$ cat src/hdl/rxsi_pkg.sv
package rxsi_pkg;
	// register addresses on the host control port
	localparam logic [6:0] RXSI_ADDR_SLIP_STATUS = 7'h15; // slip status, read only
	localparam logic [6:0] RXSI_ADDR_IRQ_ENABLE1 = 7'h16; // status-2 interrupt enables
	localparam logic [6:0] RXSI_ADDR_IRQ_ENABLE2 = 7'h17; // slip interrupt enable
	// field positions
	localparam int RXSI_BIT_OUTPUT_SLIP      = 0; // output_slip_flag in slip status
	localparam int RXSI_BIT_CHANSTAT_CRC     = 7; // chanstat_crc_irq_enable
	localparam int RXSI_BIT_PARITY           = 6; // parity_irq_enable
	localparam int RXSI_BIT_VALIDITY         = 5; // validity_irq_enable
	localparam int RXSI_BIT_BIPHASE_ERR      = 4; // biphase_err_irq_enable
	localparam int RXSI_BIT_SUBCODE_CHANGE   = 3; // subcode_change_irq_enable
	localparam int RXSI_BIT_LOCK_LOSS        = 2; // lock_loss_irq_enable
	localparam int RXSI_BIT_SUBCODE_CRC      = 1; // subcode_crc_irq_enable
	localparam int RXSI_BIT_BUFFER_MOVE      = 0; // buffer_move_irq_enable
	localparam int RXSI_BIT_SLIP_IRQ_ENABLE  = 0; // slip enable inside the second mask
	// values after reset: every source masked
	localparam logic [7:0] RXSI_RESET_IRQ_ENABLE1 = 8'h00;
	localparam logic       RXSI_RESET_SLIP_ENABLE = 1'b0;
	localparam logic [7:0] RXSI_RESET_RDATA       = 8'h00;
endpackage

$ cat src/hdl/rxsi_slip_if.sv
`timescale 1ns/1ps
// slip detector hookup between the top and its slip module
interface rxsi_slip_if;
	logic slip_event;  // one-cycle slip or repeat seen by the output stage
	logic porta_src;   // port A takes the receiver output
	logic porta_slave; // port A runs as clock slave
	logic portb_src;   // port B takes the receiver output
	logic portb_slave; // port B runs as clock slave
	logic clear;       // host read of the slip status
	logic flag;        // sticky output_slip_flag
	modport top (output slip_event, porta_src, porta_slave, portb_src, portb_slave, clear,
		input flag);
	modport slip (input slip_event, porta_src, porta_slave, portb_src, portb_slave, clear,
		output flag);
endinterface

$ cat src/hdl/rxsi_slip.sv
`timescale 1ns/1ps
// qualifies slip events by port routing and holds the sticky flag
module rxsi_slip
	import rxsi_pkg::*;
(
	input wire logic  clk,    // device clock
	input wire logic  resetn, // synchronous, active low
	input wire logic  ce,     // clock enable, freezes state when low
	rxsi_slip_if.slip sl      // event, routing and flag
);
	logic next_flag; // next value of the sticky flag
	logic sel_slave; // slave mode of the port the flag belongs to
	logic qualify;   // slip counts only for a slave port fed by the receiver

	// port A wins when both take the receiver output
	always_comb begin
		if (sl.porta_src) begin
			sel_slave = sl.porta_slave;
		end else if (sl.portb_src) begin
			sel_slave = sl.portb_slave;
		end else begin
			sel_slave = 1'b0;
		end
		qualify = sel_slave;
		// a slip in the read cycle survives, so no event is lost
		next_flag = (sl.slip_event & qualify) | (sl.flag & ~sl.clear);
	end

	// flag register
	always_ff @(posedge clk) begin
		if (!resetn) begin
			sl.flag <= 1'b0;
		end else if (ce) begin
			sl.flag <= next_flag;
		end
	end
endmodule

$ cat src/hdl/rxsi_top.sv
`timescale 1ns/1ps
module rxsi_top
	import rxsi_pkg::*;
(
	input  wire logic       CLK,         // device clock, 40 MHz
	input  wire logic       RESETN,      // synchronous, active low
	input  wire logic       CE,          // clock enable
	input  wire logic [6:0] REG_ADDR,    // host control port address
	input  wire logic [7:0] REG_WDATA,   // write data
	input  wire logic       REG_WR,      // write strobe, one cycle
	input  wire logic       REG_RD,      // read strobe, one cycle
	output logic      [7:0] REG_RDATA,   // read data, registered
	input  wire logic [7:0] RX_STATUS,   // receiver status-2 flags
	input  wire logic       SLIP_EVENT,  // output slip or repeat pulse
	input  wire logic       PORTA_SRC,   // port A fed by the receiver
	input  wire logic       PORTA_SLAVE, // port A in slave mode
	input  wire logic       PORTB_SRC,   // port B fed by the receiver
	input  wire logic       PORTB_SLAVE, // port B in slave mode
	output logic            SLIP_FLAG,   // copy of output_slip_flag
	output logic            RX_IRQ       // receiver interrupt request
);
	logic [7:0] irq_enable1;      // enables for status-2 flags
	logic       slip_irq_enable;  // enable for the slip flag
	logic [7:0] next_irq_enable1; // next enables
	logic       next_slip_enable; // next slip enable
	logic [7:0] next_rdata;       // next read data
	logic       next_irq;         // next request
	logic       slip_hit;         // slip flag passing its enable
	logic       status_hit;       // any status-2 flag passing its enable
	logic       next_slip_copy;   // next pin copy of the slip flag

	rxsi_slip_if sif (); // link to the slip module

	assign sif.slip_event  = SLIP_EVENT;
	assign sif.porta_src   = PORTA_SRC;
	assign sif.porta_slave = PORTA_SLAVE;
	assign sif.portb_src   = PORTB_SRC;
	assign sif.portb_slave = PORTB_SLAVE;
	// a read of the slip status clears the flag; the slip module lets a same-cycle event win
	assign sif.clear = CE & REG_RD & (REG_ADDR == RXSI_ADDR_SLIP_STATUS);

	// slip qualification and the sticky flag live in their own module
	rxsi_slip u_slip (
		.clk    (CLK),
		.resetn (RESETN),
		.ce     (CE),
		.sl     (sif)
	);

	// register writes and reads
	always_comb begin
		next_irq_enable1 = irq_enable1;
		next_slip_enable = slip_irq_enable;
		next_rdata       = REG_RDATA;
		if (REG_WR) begin
			if (REG_ADDR == RXSI_ADDR_IRQ_ENABLE1) begin
				next_irq_enable1 = REG_WDATA;
			end
			if (REG_ADDR == RXSI_ADDR_IRQ_ENABLE2) begin
				next_slip_enable = REG_WDATA[RXSI_BIT_SLIP_IRQ_ENABLE];
			end
		end
		if (REG_RD) begin
			// unmapped addresses read as zero
			next_rdata = 8'h00;
			unique case (REG_ADDR)
				RXSI_ADDR_SLIP_STATUS: begin
					next_rdata[RXSI_BIT_OUTPUT_SLIP] = sif.flag;
				end
				RXSI_ADDR_IRQ_ENABLE1: begin
					next_rdata = irq_enable1;
				end
				RXSI_ADDR_IRQ_ENABLE2: begin
					next_rdata[RXSI_BIT_SLIP_IRQ_ENABLE] = slip_irq_enable;
				end
				default: begin
					next_rdata = 8'h00;
				end
			endcase
		end
	end

	// interrupt request: level, follows flags and enables with one cycle delay
	always_comb begin
		// status-2 sources: a level request that drops when the decoder clears its flag
		status_hit = |(RX_STATUS & irq_enable1);
		// slip source: sticky, so it stays until the host reads the status
		slip_hit   = sif.flag & slip_irq_enable;
		// one or-gate for all sources; the host reads the registers to find which
		next_irq   = status_hit | slip_hit;
		// pin copy waits one flop so SLIP_FLAG comes straight from a register
		next_slip_copy = sif.flag;
	end

	// enable and read-data group: this process only registers the decisions above
	always_ff @(posedge CLK) begin
		// reset: every source masked, read data cleared
		if (!RESETN) begin
			irq_enable1     <= RXSI_RESET_IRQ_ENABLE1;
			slip_irq_enable <= RXSI_RESET_SLIP_ENABLE;
			REG_RDATA       <= RXSI_RESET_RDATA;
		end else if (CE) begin
			// with ce low a host strobe is lost, not delayed
			irq_enable1     <= next_irq_enable1;
			slip_irq_enable <= next_slip_enable;
			REG_RDATA       <= next_rdata;
		end
	end

	// request group: the pins come from flops, so a status change cannot glitch them
	always_ff @(posedge CLK) begin
		// reset: no request, no slip shown
		if (!RESETN) begin
			RX_IRQ    <= 1'b0;
			SLIP_FLAG <= 1'b0;
		end else if (CE) begin
			// both follow their next values one edge late
			RX_IRQ    <= next_irq;
			SLIP_FLAG <= next_slip_copy;
		end
	end
endmodule

$ cat config.mk
export PLATFORM = sky130hd
export DESIGN_NAME = rxsi_top
export DESIGN_NICKNAME = d
export VERILOG_FILES = /design/src/hdl/rxsi_pkg.sv /design/src/hdl/rxsi_slip_if.sv /design/src/hdl/rxsi_slip.sv /design/src/hdl/rxsi_top.sv
export SDC_FILE = /design/constraint.sdc
export NUM_CORES = 1
export LEC_CHECK = 0
export ABC_AREA = 1
export BUFFER_PORTS_ARGS = -buffer_cell sky130_fd_sc_hd__buf_2
export CELL_PAD_IN_SITES_DETAIL_PLACEMENT = 1
export CELL_PAD_IN_SITES_GLOBAL_PLACEMENT = 2
export CORE_ASPECT_RATIO = 0.7
export CORE_MARGIN = 4
export CORE_UTILIZATION = 25
export CTS_BUF_LIST = sky130_fd_sc_hd__clkbuf_8
export CTS_CLUSTER_SIZE = 16
export DETAILED_ROUTE_END_ITERATION = 6
export GPL_ROUTABILITY_DRIVEN = 0
export GPL_TIMING_DRIVEN = 1
export PLACE_DENSITY_LB_ADDON = 0.2
export SYNTH_ARGS = -nofsm -noshare
export SYNTH_HDL_FRONTEND = slang
export SYNTH_HIERARCHICAL = 1
export SYNTH_SLANG_ARGS = --single-unit
$ cat constraint.sdc
create_clock -name CLK -period 1.1 [get_ports CLK]
set_input_delay 0.055 -clock CLK [delete_from_list [all_inputs] [get_ports CLK]]
set_output_delay 0.055 -clock CLK [all_outputs]
set_load 0.005 [all_outputs]
-- After elaboration in Yosys (flattened, before gate mapping)
Cells that the tools add are included.
- equal/unequal tests: 3
- muxes and demuxes: 4
- bitwise operators: 9
- reductions and logical operators: 4
- operator list (cell ; count):
    7-bit by 5-bit == test with 1-bit output (second input constant) ; 3
    8-bit bitwise AND ; 1
    8-bit OR reduction ; 1
    7-bit 2-to-1 mux ; 1
    3-bit AND reduction ; 2
    1-bit bitwise AND ; 5
    1-bit one-hot mux with 3 select lines ; 1
    1-bit 2-to-1 mux ; 2
    1-bit bitwise OR ; 2
    2-bit AND reduction ; 1
    1-bit NOT ; 1
- register bits: 20
- bits of input ports: 33
- output and inout port bits: 10
- word-level logic and storage cells: 26

-- Logic depth before layout (Yosys ltp)
Gate-level depths: netlist of run 1.
- depth in word-level cells: 5
- mapped depth: 9
- depth with buffers taken out: 8

-- Modules after synthesis
Netlist of run 1, hierarchy kept.
- modules (own cells, without submodules) (module ; instances ; cells an instance ; area an instance (um^2) ; sequential area each (um^2)):
    rxsi_top ; 1 ; 123 ; 892.1 ; 380.4
    rxsi_slip ; 1 ; 13 ; 76.3 ; 20.0

-- Least setup slack after synthesis of run 1
No wires, ideal clock.
- path type: in2reg
- start point: in REG_ADDR[5]
- end point: reg u_slip.sl.flag
- library setup time: 0.113 ns
- arrival time: 0.733 ns
- data required time: 0.987 ns
- slack: 0.254 ns
- cell stages on the path: 9
- buffers on the path: 1
- cell sequence: inv_1 nand2_1 nor2_2 buf_4 nand2_1 nor2_1 nand2_1 nand2_1 a21oi_2
- cells in the longest elaborated chain, start to end: 5
- RTL lines (what ; line ; RTL):
    start: declaration ; rxsi_top.sv:8 ; input wire logic [6:0] REG_ADDR,
    7-bit by 5-bit == test with 1-bit output ; rxsi_top.sv:40 ; assign sif.clear = CE & REG_RD & (REG_ADDR == RXSI_ADDR_SLIP_STATUS);
    1-bit bitwise AND ; rxsi_top.sv:40 ;
    named net sif.clear ; rxsi_slip_if.sv:9 ; logic clear;
    1-bit NOT ; rxsi_slip.sv:26 ; next_flag = (sl.slip_event & qualify) | (sl.flag & ~sl.clear);
    1-bit bitwise AND ; rxsi_slip.sv:26 ;
    1-bit bitwise OR ; rxsi_slip.sv:26 ;
    end signal: assignment ; rxsi_slip.sv:34 ; sl.flag <= next_flag;
    end: declaration ; rxsi_slip_if.sv:14 ; output flag);
The timed path passes the listed nets, and every way through them passes these cells.
A chain may end at the register's enable or synchronous reset.

-- Worst setup path in the final report of run 1
- start point: reg irq_enable1[2]
- end point: reg RX_IRQ
- cells in the longest elaborated chain, start to end: 3
- RTL lines (what ; line ; RTL):
    start: declaration ; rxsi_top.sv:22 ; logic [7:0] irq_enable1;
    start signal: assignment ; rxsi_top.sv:104 ; irq_enable1 <= next_irq_enable1;
    8-bit bitwise AND ; rxsi_top.sv:86 ; status_hit = |(RX_STATUS & irq_enable1);
    8-bit OR reduction ; rxsi_top.sv:86 ;
    1-bit bitwise OR ; rxsi_top.sv:90 ; next_irq = status_hit | slip_hit;
    end signal: assignment ; rxsi_top.sv:118 ; RX_IRQ <= next_irq;
    end: declaration ; rxsi_top.sv:20 ; output logic RX_IRQ
Every way passes these cells.

==> results of run 1 <==
-- layer usage --
layer | GRT usage | part of all wire | wire length [um] | vias up
met4 | 0.02133 | 0.0026 | 8 | 0
met5 | 0 | 0 | 0 | -
met1 | 0.2016 | 0.50 | 1513 | 480
met3 | 0.04217 | 0.066 | 199 | 2
met2 | 0.2021 | 0.43 | 1306 | 29
li1 | - | - | - | 543
-- logic make-up after synthesis --
| group | synth area share |
|---|---|
| AND/OR/NAND/NOR | 0.3501 |
| AO/OA/AOI/OAI | 0.1486 |
| flip-flops | 0.4134 |
| buffers and inverters | 0.08784 |
-- cell usage in the layout, fill, tap and decap left out --
master                      n
sky130_fd_sc_hd__nand3_1   14
sky130_fd_sc_hd__clkinv_1   1
sky130_fd_sc_hd__nor2_2     1
sky130_fd_sc_hd__a21oi_2    1
sky130_fd_sc_hd__nand3_2    2
sky130_fd_sc_hd__clkbuf_8   4
sky130_fd_sc_hd__inv_2      3
sky130_fd_sc_hd__inv_1      8
sky130_fd_sc_hd__o21ai_1    2
sky130_fd_sc_hd__dfxtp_1   20
sky130_fd_sc_hd__buf_2     42
sky130_fd_sc_hd__nor2_8     1
sky130_fd_sc_hd__nand2_1   32
sky130_fd_sc_hd__nand2_2    2
sky130_fd_sc_hd__a21oi_1   17
sky130_fd_sc_hd__o21ai_0    8
sky130_fd_sc_hd__buf_4      5
sky130_fd_sc_hd__nand4_1    9
sky130_fd_sc_hd__nor2_1     9
-- stage by stage --
stage / power (uW) / area, um^2 / instances
detailed placement: 977.9 / 1239 / 227
floorplan: 866.5 / 968.4 / 136
global route: 1595 / 1294 / 231
global placement: 968.2 / 1239 / 227
CTS: 1534 / 1294 / 231
finish: 1517 / 1294 / 231
-- sequential cells by signal, summed over array words and instances, names as in the netlist --
signal           cells
irq_enable1          8
slip_irq_enable      1
u_slip/sl.flag       1
SLIP_FLAG            1
RX_IRQ               1
REG_RDATA            8
-- path summary, 6_finish.rpt --
path                                start                      endpoint  slack (ns)  depth (start not counted)
max           irq_enable1[2]$_SDFFE_PN0P_           RX_IRQ$_SDFFE_PN0P_        0.23                          4
min                          REG_WDATA[3]   irq_enable1[3]$_SDFFE_PN0P_        0.08                          3
max reg2reg   irq_enable1[2]$_SDFFE_PN0P_           RX_IRQ$_SDFFE_PN0P_        0.23                          4
min reg2reg  slip_irq_enable$_SDFFE_PN0P_  slip_irq_enable$_SDFFE_PN0P_        0.49                          2
-- final cells by class --
type                            count  share of cell area
Timing Repair Buffer               47              0.1915
Tap cell                           50             0.04836
Inverter                           12             0.03482
Clock buffer                        4             0.04255
Sequential cell                    20              0.3095
Multi-Input combinational cell     98              0.3733
-- power groups by stage --
stage / sequential, uW / combinational [uW] / clock, uW
after global routing: 761 / 226 / 608
after CTS: 759 / 204 / 572
after global placement: 774 / 194 / 0
after detailed placement: 776 / 202 / 0
final: 758 / 199 / 561
after floorplan: 776 / 90.6 / 0
-- critical path, delay by kind of cell, from the launching register on --
kind	cells	cell delay, ns
flops	1	0.34
simple gates	3	0.34
compound gates	1	0.08
==> results.yml, run 1 <==
synth:
  synth-edff-count: 0
  post_synth_instance_area_um2: 968.4
  synth-warning-count: 6
  yosys.cell_count.top_type: "sky130_fd_sc_hd__nand2_1"
  yosys_most_used_dff: "sky130_fd_sc_hd__dfxtp_1"
  synthCells: 136
  netlist-cell-type-count: 20
  asyncSetResetFlopFracSynth: 0
  ys_ff_latch: 20
  post_synth_most_frequent_cells: "sky130_fd_sc_hd__nand2_1, sky130_fd_sc_hd__dfxtp_1, sky130_fd_sc_hd__a21oi_1"
  synth.net_count: 169
  synth_top_area_share: 0.4134
  synth_area_per_cell_um2: 7.121
  synth.yosys.seq_area_share: 0.4134
  yosys.area.top_type: "sky130_fd_sc_hd__dfxtp_1"
  post_synth_main_area_contributors: "sky130_fd_sc_hd__dfxtp_1, sky130_fd_sc_hd__nand2_1, sky130_fd_sc_hd__a21oi_1, sky130_fd_sc_hd__nand3_1, sky130_fd_sc_hd__nand4_1"
worst_setup_path:
  critical_path_peak_fanout: 3
  critical_path.max_stage_delay_ns: 0.34
  crit_path_top_delay_cell: "sky130_fd_sc_hd__dfxtp_1"
  setup.worst_path.end_class: "register"
  worstPathArrival_ns: 1.02
  startpoint_to_endpoint_class_of_the_critical_path: "reg2reg"
  kind_of_start_point_of_the_critical_path: "register"
  cp_data_required_time_ns: 1.25
  worstPathCellList: "nand2_1 > nand3_1 > nor2_1 > a21oi_1"
floorplanning:
  row_count: 18
  initial_core_utilization: 0.2671
  core_area_um2: 3626
  die_height_um: 60.08
  pin_count: 43
  dieArea_um2: 4950
  die_w_um: 82.39
final_layout:
  layout.nets: 215
  area.sequential_um2: 400.4
  area.growth.synth_to_final_pct: 33.59
  post_route_cells_drive_above_1_share: 0.3370
  antenna_cells: 0
  multi_input_gate_area_um2: 483.0
  nFillCells: 482
  finalCoreUtilization: 0.3568
routing:
  detail_route.vias_per_cell: 4.563
  final_ant_viol_nets: 0
  dr.first_iter.drc_count: 9
  via_count: 1054
  avgRoutedWirePerCell_um: 13.11
  detail_route.first_pass.iterations: 4
  drt_wl_total_um: 3029
  remaining_drc_errors: 0
sta:
  grt_setup_unrepaired: "false"
  pins_over_slew_limit: 0
  finalHoldViolations: 0
  transition_at_the_pin_with_the_smallest_max_transition_slack_ns: 0.2685
  timing.max_slew.rel_slack: 0.8199
  setup_viol: 0
  fin_skew_ns: 0.001204
  worst_hold_slack_ns: 0.07787
  final_period_minus_worst_setup_slack_ns: 0.8732
  fin_ws_ns: 0.2268
  layout_worst_path_cycle_share: 0.7938
  fmax_ghz: 1.145
  setup_total_negative_slack_ns: 0
clock_tree:
  cts_root_buf: "sky130_fd_sc_hd__clkbuf_8"
  postCtsSetupRepairBufs: 0
  path_clk_slew_ns: 0.07
  holdBufCountCts: 0
  cts_tree: "done"
  htreeDepth: 1
  cts.path.max_buffers: 2
  numCtsBuffers: 3
  cts_repair_resize_count: 0
  clock_latency_ns: 0.26
  cts.sinks: 20
global_routing:
  grt_remaining_overflow: 0
  initial_antenna_violation_count: 0
  largest_net_degree_at_the_start_of_global_routing: 17
  vias_in_the_first_global_route: 1074
  grt_first_pass_wirelength_um: 5078
  grt_util_all_layers: 0.1382
power:
  vdd_ir_drop_max_uv: 510.2
  seqPwrFrac: 0.500
  clock_power_share: 0.369
  power.switching_uw: 363.6
  p_sw_frac: 0.2396
  p_per_area_nw_per_um2: 1173
  internal_power_uw: 1154
  combPwrFrac: 0.131
  cellLeakagePower_uw: 0.0005971
placed_design:
  post-dp-hpwl_um: 2461
  port-buffer-count: 42
  preCtsSetupSlack_ns: 0.04422
flow_run:
  cap_viol_max_count: 0
worst_hold_path:
  hold_path.class: "in2reg"
status:
  run_status: "finished clean"
Note: power is estimated with default switching activity, not from simulation.
==> run 2: changes to the inputs <==
CORE_UTILIZATION = 22   (was 25)
clock period = 0.8 ns   (was 1.1 ns; I/O delays follow)
==> run 2 against run 1 <==
Effect of this change:
- utilization decreased by 0.55 points
- non-clock buffer count rose by 10
- global-route usage down 1.2 points
- setup slack lost 0.21 ns
- sequential power up 39%
- fmax increased by 11%
- worst hold slack got worse by 0.011 ns
- critical path type unchanged
- largest cell class unchanged
- highest routed layer unchanged
==> results.yml, run 2 (synthesized netlist as in run 1, its figures left out) <==
power:
  power.switching_uw: 500.0
  internal_power_uw: 1512
  p_per_area_nw_per_um2: 1401
  clock_power_share: 0.323
  vdd_ir_drop_max_uv: 556.3
  p_sw_frac: 0.2485
  seqPwrFrac: 0.520
  p_total_uw: 2012
  cellLeakagePower_uw: 0.0006735
  combPwrFrac: 0.157
sta:
  fin_ws_ns: 0.01233
  finalHoldViolations: 0
  fin_skew_ns: 0.002967
  final_period_minus_worst_setup_slack_ns: 0.7877
  setup_viol: 0
  grt_setup_unrepaired: "true"
  timing.max_slew.rel_slack: 0.7980
  pins_over_slew_limit: 0
  layout_worst_path_cycle_share: 0.9846
  setup_total_negative_slack_ns: 0
  transition_at_the_pin_with_the_smallest_max_transition_slack_ns: 0.3011
  worst_hold_slack_ns: 0.06699
  fmax_ghz: 1.270
worst_setup_path:
  startpoint_to_endpoint_class_of_the_critical_path: "reg2reg"
  setup.worst_path.end_class: "register"
  worstPathArrival_ns: 0.93
  cp_data_required_time_ns: 0.95
  kind_of_start_point_of_the_critical_path: "register"
  critical_path_peak_fanout: 2
routing:
  final_ant_viol_nets: 0
  dr.first_iter.drc_count: 25
  detail_route.vias_per_cell: 4.504
  via_count: 1090
  drt_wl_total_um: 3298
  avgRoutedWirePerCell_um: 13.63
  remaining_drc_errors: 0
  detail_route.first_pass.iterations: 3
final_layout:
  mostFrequentLayoutCell: "sky130_fd_sc_hd__buf_2"
  layout.nets: 225
  antenna_cells: 0
  final_cell_mix: "sky130_fd_sc_hd__buf_2, sky130_fd_sc_hd__nand2_1, sky130_fd_sc_hd__a21oi_1, sky130_fd_sc_hd__buf_4, sky130_fd_sc_hd__nand3_1"
  reg.largest.list: "REG_RDATA x8, irq_enable1 x8"
  area.growth.synth_to_final_pct: 48.32
  post_route_cells_drive_above_1_share: 0.4684
  finish.instance_area_um2: 1436
  nFillCells: 537
floorplanning:
  initial_core_utilization: 0.2368
  row_count: 19
  die_w_um: 87.30
  dieArea_um2: 5544
  die_height_um: 63.51
  core_area_um2: 4089
  pin_count: 43
global_routing:
  vias_in_the_first_global_route: 1208
  largest_net_degree_at_the_start_of_global_routing: 16
  grt_first_pass_wirelength_um: 5644
  initial_antenna_violation_count: 0
  grt_util_all_layers: 0.1263
  grt_remaining_overflow: 0
flow_run:
  cap_viol_max_count: 0
placed_design:
  dpl_cell_area_um2: 1346
  preCtsSetupSlack_ns: -0.1464
  post-dp-hpwl_um: 2643
  port-buffer-count: 42
clock_tree:
  htreeDepth: 1
  holdBufCountCts: 0
  numCtsBuffers: 3
  clock_latency_ns: 0.25
  cts_root_buf: "sky130_fd_sc_hd__clkbuf_8"
  path_clk_slew_ns: 0.07
  cts.sinks: 20
  cts_tree: "done"
  postCtsSetupRepairBufs: 0
  cts.path.max_buffers: 2
worst_hold_path:
  hold_path.class: "in2reg"
status:
  run_status: "finished clean"
run 2: changes by cell type in the layout (fill, tap and decap cells not counted), moves of 4 or more:
| cell | before | now |
|---|---|---|
| sky130_fd_sc_hd__buf_4 | 5 | 13 |
| sky130_fd_sc_hd__dfxtp_1 | 20 | 11 |
| sky130_fd_sc_hd__dfxtp_2 | 0 | 9 |
| sky130_fd_sc_hd__nand2_1 | 32 | 28 |
| sky130_fd_sc_hd__nand2_2 | 2 | 6 |
run 2: per-layer routing:
layer / up-vias / global-route usage / share of wire
met5: - / 0 / 0
met4: 0 / 0.01724 / 0.0036
met3: 2 / 0.03776 / 0.064
met2: 28 / 0.2039 / 0.44
met1: 494 / 0.1691 / 0.49
li1: 566 / - / -
run 2: power by group through the flow:
stage / combinational (uW) / clock [uW] / sequential (uW)
3_5_place_dp: 311 / 0 / 1070
2_1_floorplan: 128 / 0 / 1070
3_3_place_gp: 301 / 0 / 1070
4_1_cts: 313 / 679 / 1040
5_1_grt: 354 / 714 / 1050
6_report: 316 / 650 / 1050
run 2: repair_timing:
action | 4_1_cts | 5_1_grt
endpoints found under the setup margin | 1 | 5
pin swaps | 2 | 5
resized for setup | 8 | 12
run 2: path summary, 6_finish.rpt:
kind / startpoint / endpoint / slack (ns) / depth (start not counted)
max: irq_enable1[2]$_SDFFE_PN0P_ / RX_IRQ$_SDFFE_PN0P_ / 0.01 / 4
min: REG_WDATA[4] / irq_enable1[4]$_SDFFE_PN0P_ / 0.07 / 3
max reg2reg: irq_enable1[2]$_SDFFE_PN0P_ / RX_IRQ$_SDFFE_PN0P_ / 0.01 / 4
min reg2reg: slip_irq_enable$_SDFFE_PN0P_ / slip_irq_enable$_SDFFE_PN0P_ / 0.48 / 2
run 2: critical path, cell delays in order (launching register included):
cell and delay [ns]:
sky130_fd_sc_hd__dfxtp_1 0.31, sky130_fd_sc_hd__nand2_1 0.07, sky130_fd_sc_hd__nand3_2 0.10, sky130_fd_sc_hd__nor2_4 0.15, sky130_fd_sc_hd__a21oi_2 0.06
run 2: metrics by stage:
| step | std cells | utilization |
|---|---|---|
| after floorplan | 136 | - |
| after global placement | 239 | 0.3293 |
| after detailed placement | 239 | 0.3293 |
| after CTS | 242 | 0.3452 |
| after global routing | 242 | 0.3513 |
| final | 242 | 0.3513 |
run 2: area by class of cell:
class	instances	area, um^2	area share
multi-input cells	98	525.5	0.3659
inverters	12	45.04	0.03136
well taps	52	65.06	0.04530
flip-flops and latches	20	411.6	0.2866
repair buffers	57	347.8	0.2422
clock buffers	3	41.29	0.02875
==> run 3: changes to the inputs <==
PLACE_DENSITY = 0.73   (was not set)
PLACE_DENSITY_LB_ADDON = not set   (was 0.2)
SETUP_SLACK_MARGIN = 0.05   (was not set)
==> run 3 against run 2 <==
Effect of this change:
- the run now ends with negative setup slack left
- register-to-register slack got worse by 0.02 ns
- die area did not move
- via count rose by 2.9%
- utilization rose by 3.2 points
- fmax fell by 2.1%
- sequential share of layout area fell by 1.9 points
- clock skew rose by 0.0017 ns
- first-iteration DRC count fell by 8.0%
- power rose by 21%
- critical endpoint unchanged
- highest routed layer unchanged
==> results.yml, run 3 (synthesized netlist as in run 1, its figures left out) <==
status:
  run_status: "finished with violations"
  violations_in_the_final_reports: "negative setup slack"
clock_tree:
  path_clk_slew_ns: 0.08
  numCtsBuffers: 3
  postCtsSetupRepairBufs: 0
  holdBufCountCts: 0
  htreeDepth: 1
  cts_root_buf: "sky130_fd_sc_hd__clkbuf_8"
  cts_tree: "done"
  clock_latency_ns: 0.27
  cts.path.max_buffers: 2
  cts.sinks: 20
worst_setup_path:
  setup.worst_path.end_class: "register"
  r2r-start: "irq_enable1[5]$_SDFFE_PN0P_"
  startpoint_to_endpoint_class_of_the_critical_path: "reg2reg"
  kind_of_start_point_of_the_critical_path: "register"
  cp_data_required_time_ns: 0.96
  worstPathArrival_ns: 0.96
  setup.reg_to_reg.worst_slack_ns: -0.005
  rr_worst_depth: 4
  critical_path.reg2reg.endpoint: "RX_IRQ$_SDFFE_PN0P_"
  critical_path_peak_fanout: 2
final_layout:
  antenna_cells: 0
  post_route_cells_drive_above_1_share: 0.5179
  reg.largest.list: "REG_RDATA x8, irq_enable1 x8"
  layout.nets: 229
  area.growth.synth_to_final_pct: 61.89
  finalCoreUtilization: 0.3834
  final_cells: 247
  finish.instance_area_um2: 1568
  final_cell_mix: "sky130_fd_sc_hd__buf_2, sky130_fd_sc_hd__nand2_1, sky130_fd_sc_hd__dfxtp_2, sky130_fd_sc_hd__a21oi_1, sky130_fd_sc_hd__buf_4"
  mostFrequentLayoutCell: "sky130_fd_sc_hd__buf_2"
floorplanning:
  row_count: 19
  die_height_um: 63.51
  dieArea_um2: 5544
  initial_core_utilization: 0.2368
  die_w_um: 87.30
  core_area_um2: 4089
  pin_count: 43
routing:
  remaining_drc_errors: 0
  drt_wl_total_um: 3278
  detail_route.vias_per_cell: 4.543
  dr.first_iter.drc_count: 23
  detail_route.first_pass.iterations: 4
  final_ant_viol_nets: 0
  via_count: 1122
  avgRoutedWirePerCell_um: 13.27
power:
  cellLeakagePower_uw: 0.0007194
  p_per_area_nw_per_um2: 1555
  vdd_ir_drop_max_uv: 821.2
  p_total_uw: 2438
placed_design:
  dpl_cell_area_um2: 1384
  post-dp-hpwl_um: 2639
  port-buffer-count: 42
  numPlacedInstances: 243
worst_hold_path:
  whs_path_depth: 3
  hold_path_startpoint: "REG_WDATA[2]"
  hold_path.class: "in2reg"
  holdPathEnd: "irq_enable1[2]$_SDFFE_PN0P_"
global_routing:
  largest_net_degree_at_the_start_of_global_routing: 16
  grt_util_all_layers: 0.1207
  grt_first_pass_wirelength_um: 5223
  initial_antenna_violation_count: 0
  grt_remaining_overflow: 0
  vias_in_the_first_global_route: 1167
sta:
  fin_skew_ns: 0.004622
  fin_ws_ns: -0.004786
  timing.max_slew.rel_slack: 0.8083
  setup_viol: 1
  transition_at_the_pin_with_the_smallest_max_transition_slack_ns: 0.2857
  pins_over_slew_limit: 0
  layout_worst_path_cycle_share: 1.006
  grt_setup_unrepaired: "true"
  finalHoldViolations: 0
  fmax_ghz: 1.243
  final_period_minus_worst_setup_slack_ns: 0.8048
flow_run:
  cap_viol_max_count: 0
-- run 3: cell count changes in the layout (fill, tap and decap cells not counted), moves of 3 or more --
cell | previous run | this run
sky130_fd_sc_hd__nand3_1 | 12 | 8
sky130_fd_sc_hd__buf_2 | 42 | 39
sky130_fd_sc_hd__nand2_1 | 28 | 31
sky130_fd_sc_hd__nand3_2 | 4 | 7
sky130_fd_sc_hd__buf_6 | 0 | 9
sky130_fd_sc_hd__nand2_2 | 6 | 2
sky130_fd_sc_hd__dfxtp_2 | 9 | 15
sky130_fd_sc_hd__dfxtp_1 | 11 | 5
-- run 3: per-stage QoR --
| step | setup WS, ns | setup TNS, ns | hold slack [ns] |
|---|---|---|---|
| 2_1_floorplan | 0.02111 | 0 | 0.1615 |
| 3_3_place_gp | -0.1662 | -2.284 | 0.3272 |
| 3_5_place_dp | -0.1736 | -2.656 | 0.3346 |
| 4_1_cts | -0.01356 | -0.01702 | 0.04269 |
| 5_1_grt | -0.06090 | -0.1147 | 0.04902 |
| 6_report | -0.004786 | -0.004786 | 0.03752 |
-- run 3: routing by layer --
layer	GRT usage	wire length, um	up-vias
met4	0.03448	38	0
met1	0.1502	1454	517
met2	0.1974	1556	29
met5	0	0	-
li1	-	-	572
met3	0.03906	227	4
-- run 3: area by class of cell --
type	instances	area (um^2)
clock buffer	3	41.29
inverter	12	57.56
fill	512	2521
sequential	20	419.2
timing repair buffer	61	406.6
tap	52	65.06
clock inverter	1	30.03
multi-input combinational	98	548.0
-- run 3: worst max-delay path: stages, from the launching register on --
cell,delay (ns)
sky130_fd_sc_hd__dfxtp_2,0.34
sky130_fd_sc_hd__nand2_1,0.07
sky130_fd_sc_hd__nand3_2,0.09
sky130_fd_sc_hd__nor2_4,0.12
sky130_fd_sc_hd__a21oi_1,0.07
-- run 3: timing repair --
action | CTS | global route
cloned | 0 | 0
resized for setup | 19 | 17
setup endpoints to repair | 12 | 16
pin swaps | 6 | 5
-- run 3: worst max-delay path by stage --
stage / from / endpoint / slack [ns] / cells past startpoint
CTS: irq_enable1[0]$_SDFFE_PN0P_ / REG_RDATA[0]$_SDFFE_PN0P_ / -0.01 / 5
floorplan: REG_ADDR[5] / u_slip/sl.flag$_SDFFE_PN0P_ / 0.02 / 9
global placement: REG_ADDR[5] / irq_enable1[5]$_SDFFE_PN0P_ / -0.17 / 7
global route: irq_enable1[0]$_SDFFE_PN0P_ / REG_RDATA[0]$_SDFFE_PN0P_ / -0.06 / 5
detailed placement: REG_ADDR[5] / irq_enable1[1]$_SDFFE_PN0P_ / -0.17 / 7
finish: irq_enable1[5]$_SDFFE_PN0P_ / RX_IRQ$_SDFFE_PN0P_ / -0.005 / 4
-- run 3: report_power, final --
part           total (uW)  switching, uW  internal, uW
Clock                1040            373           669
Sequential           1050           18.2          1030
Combinational         346            177           169
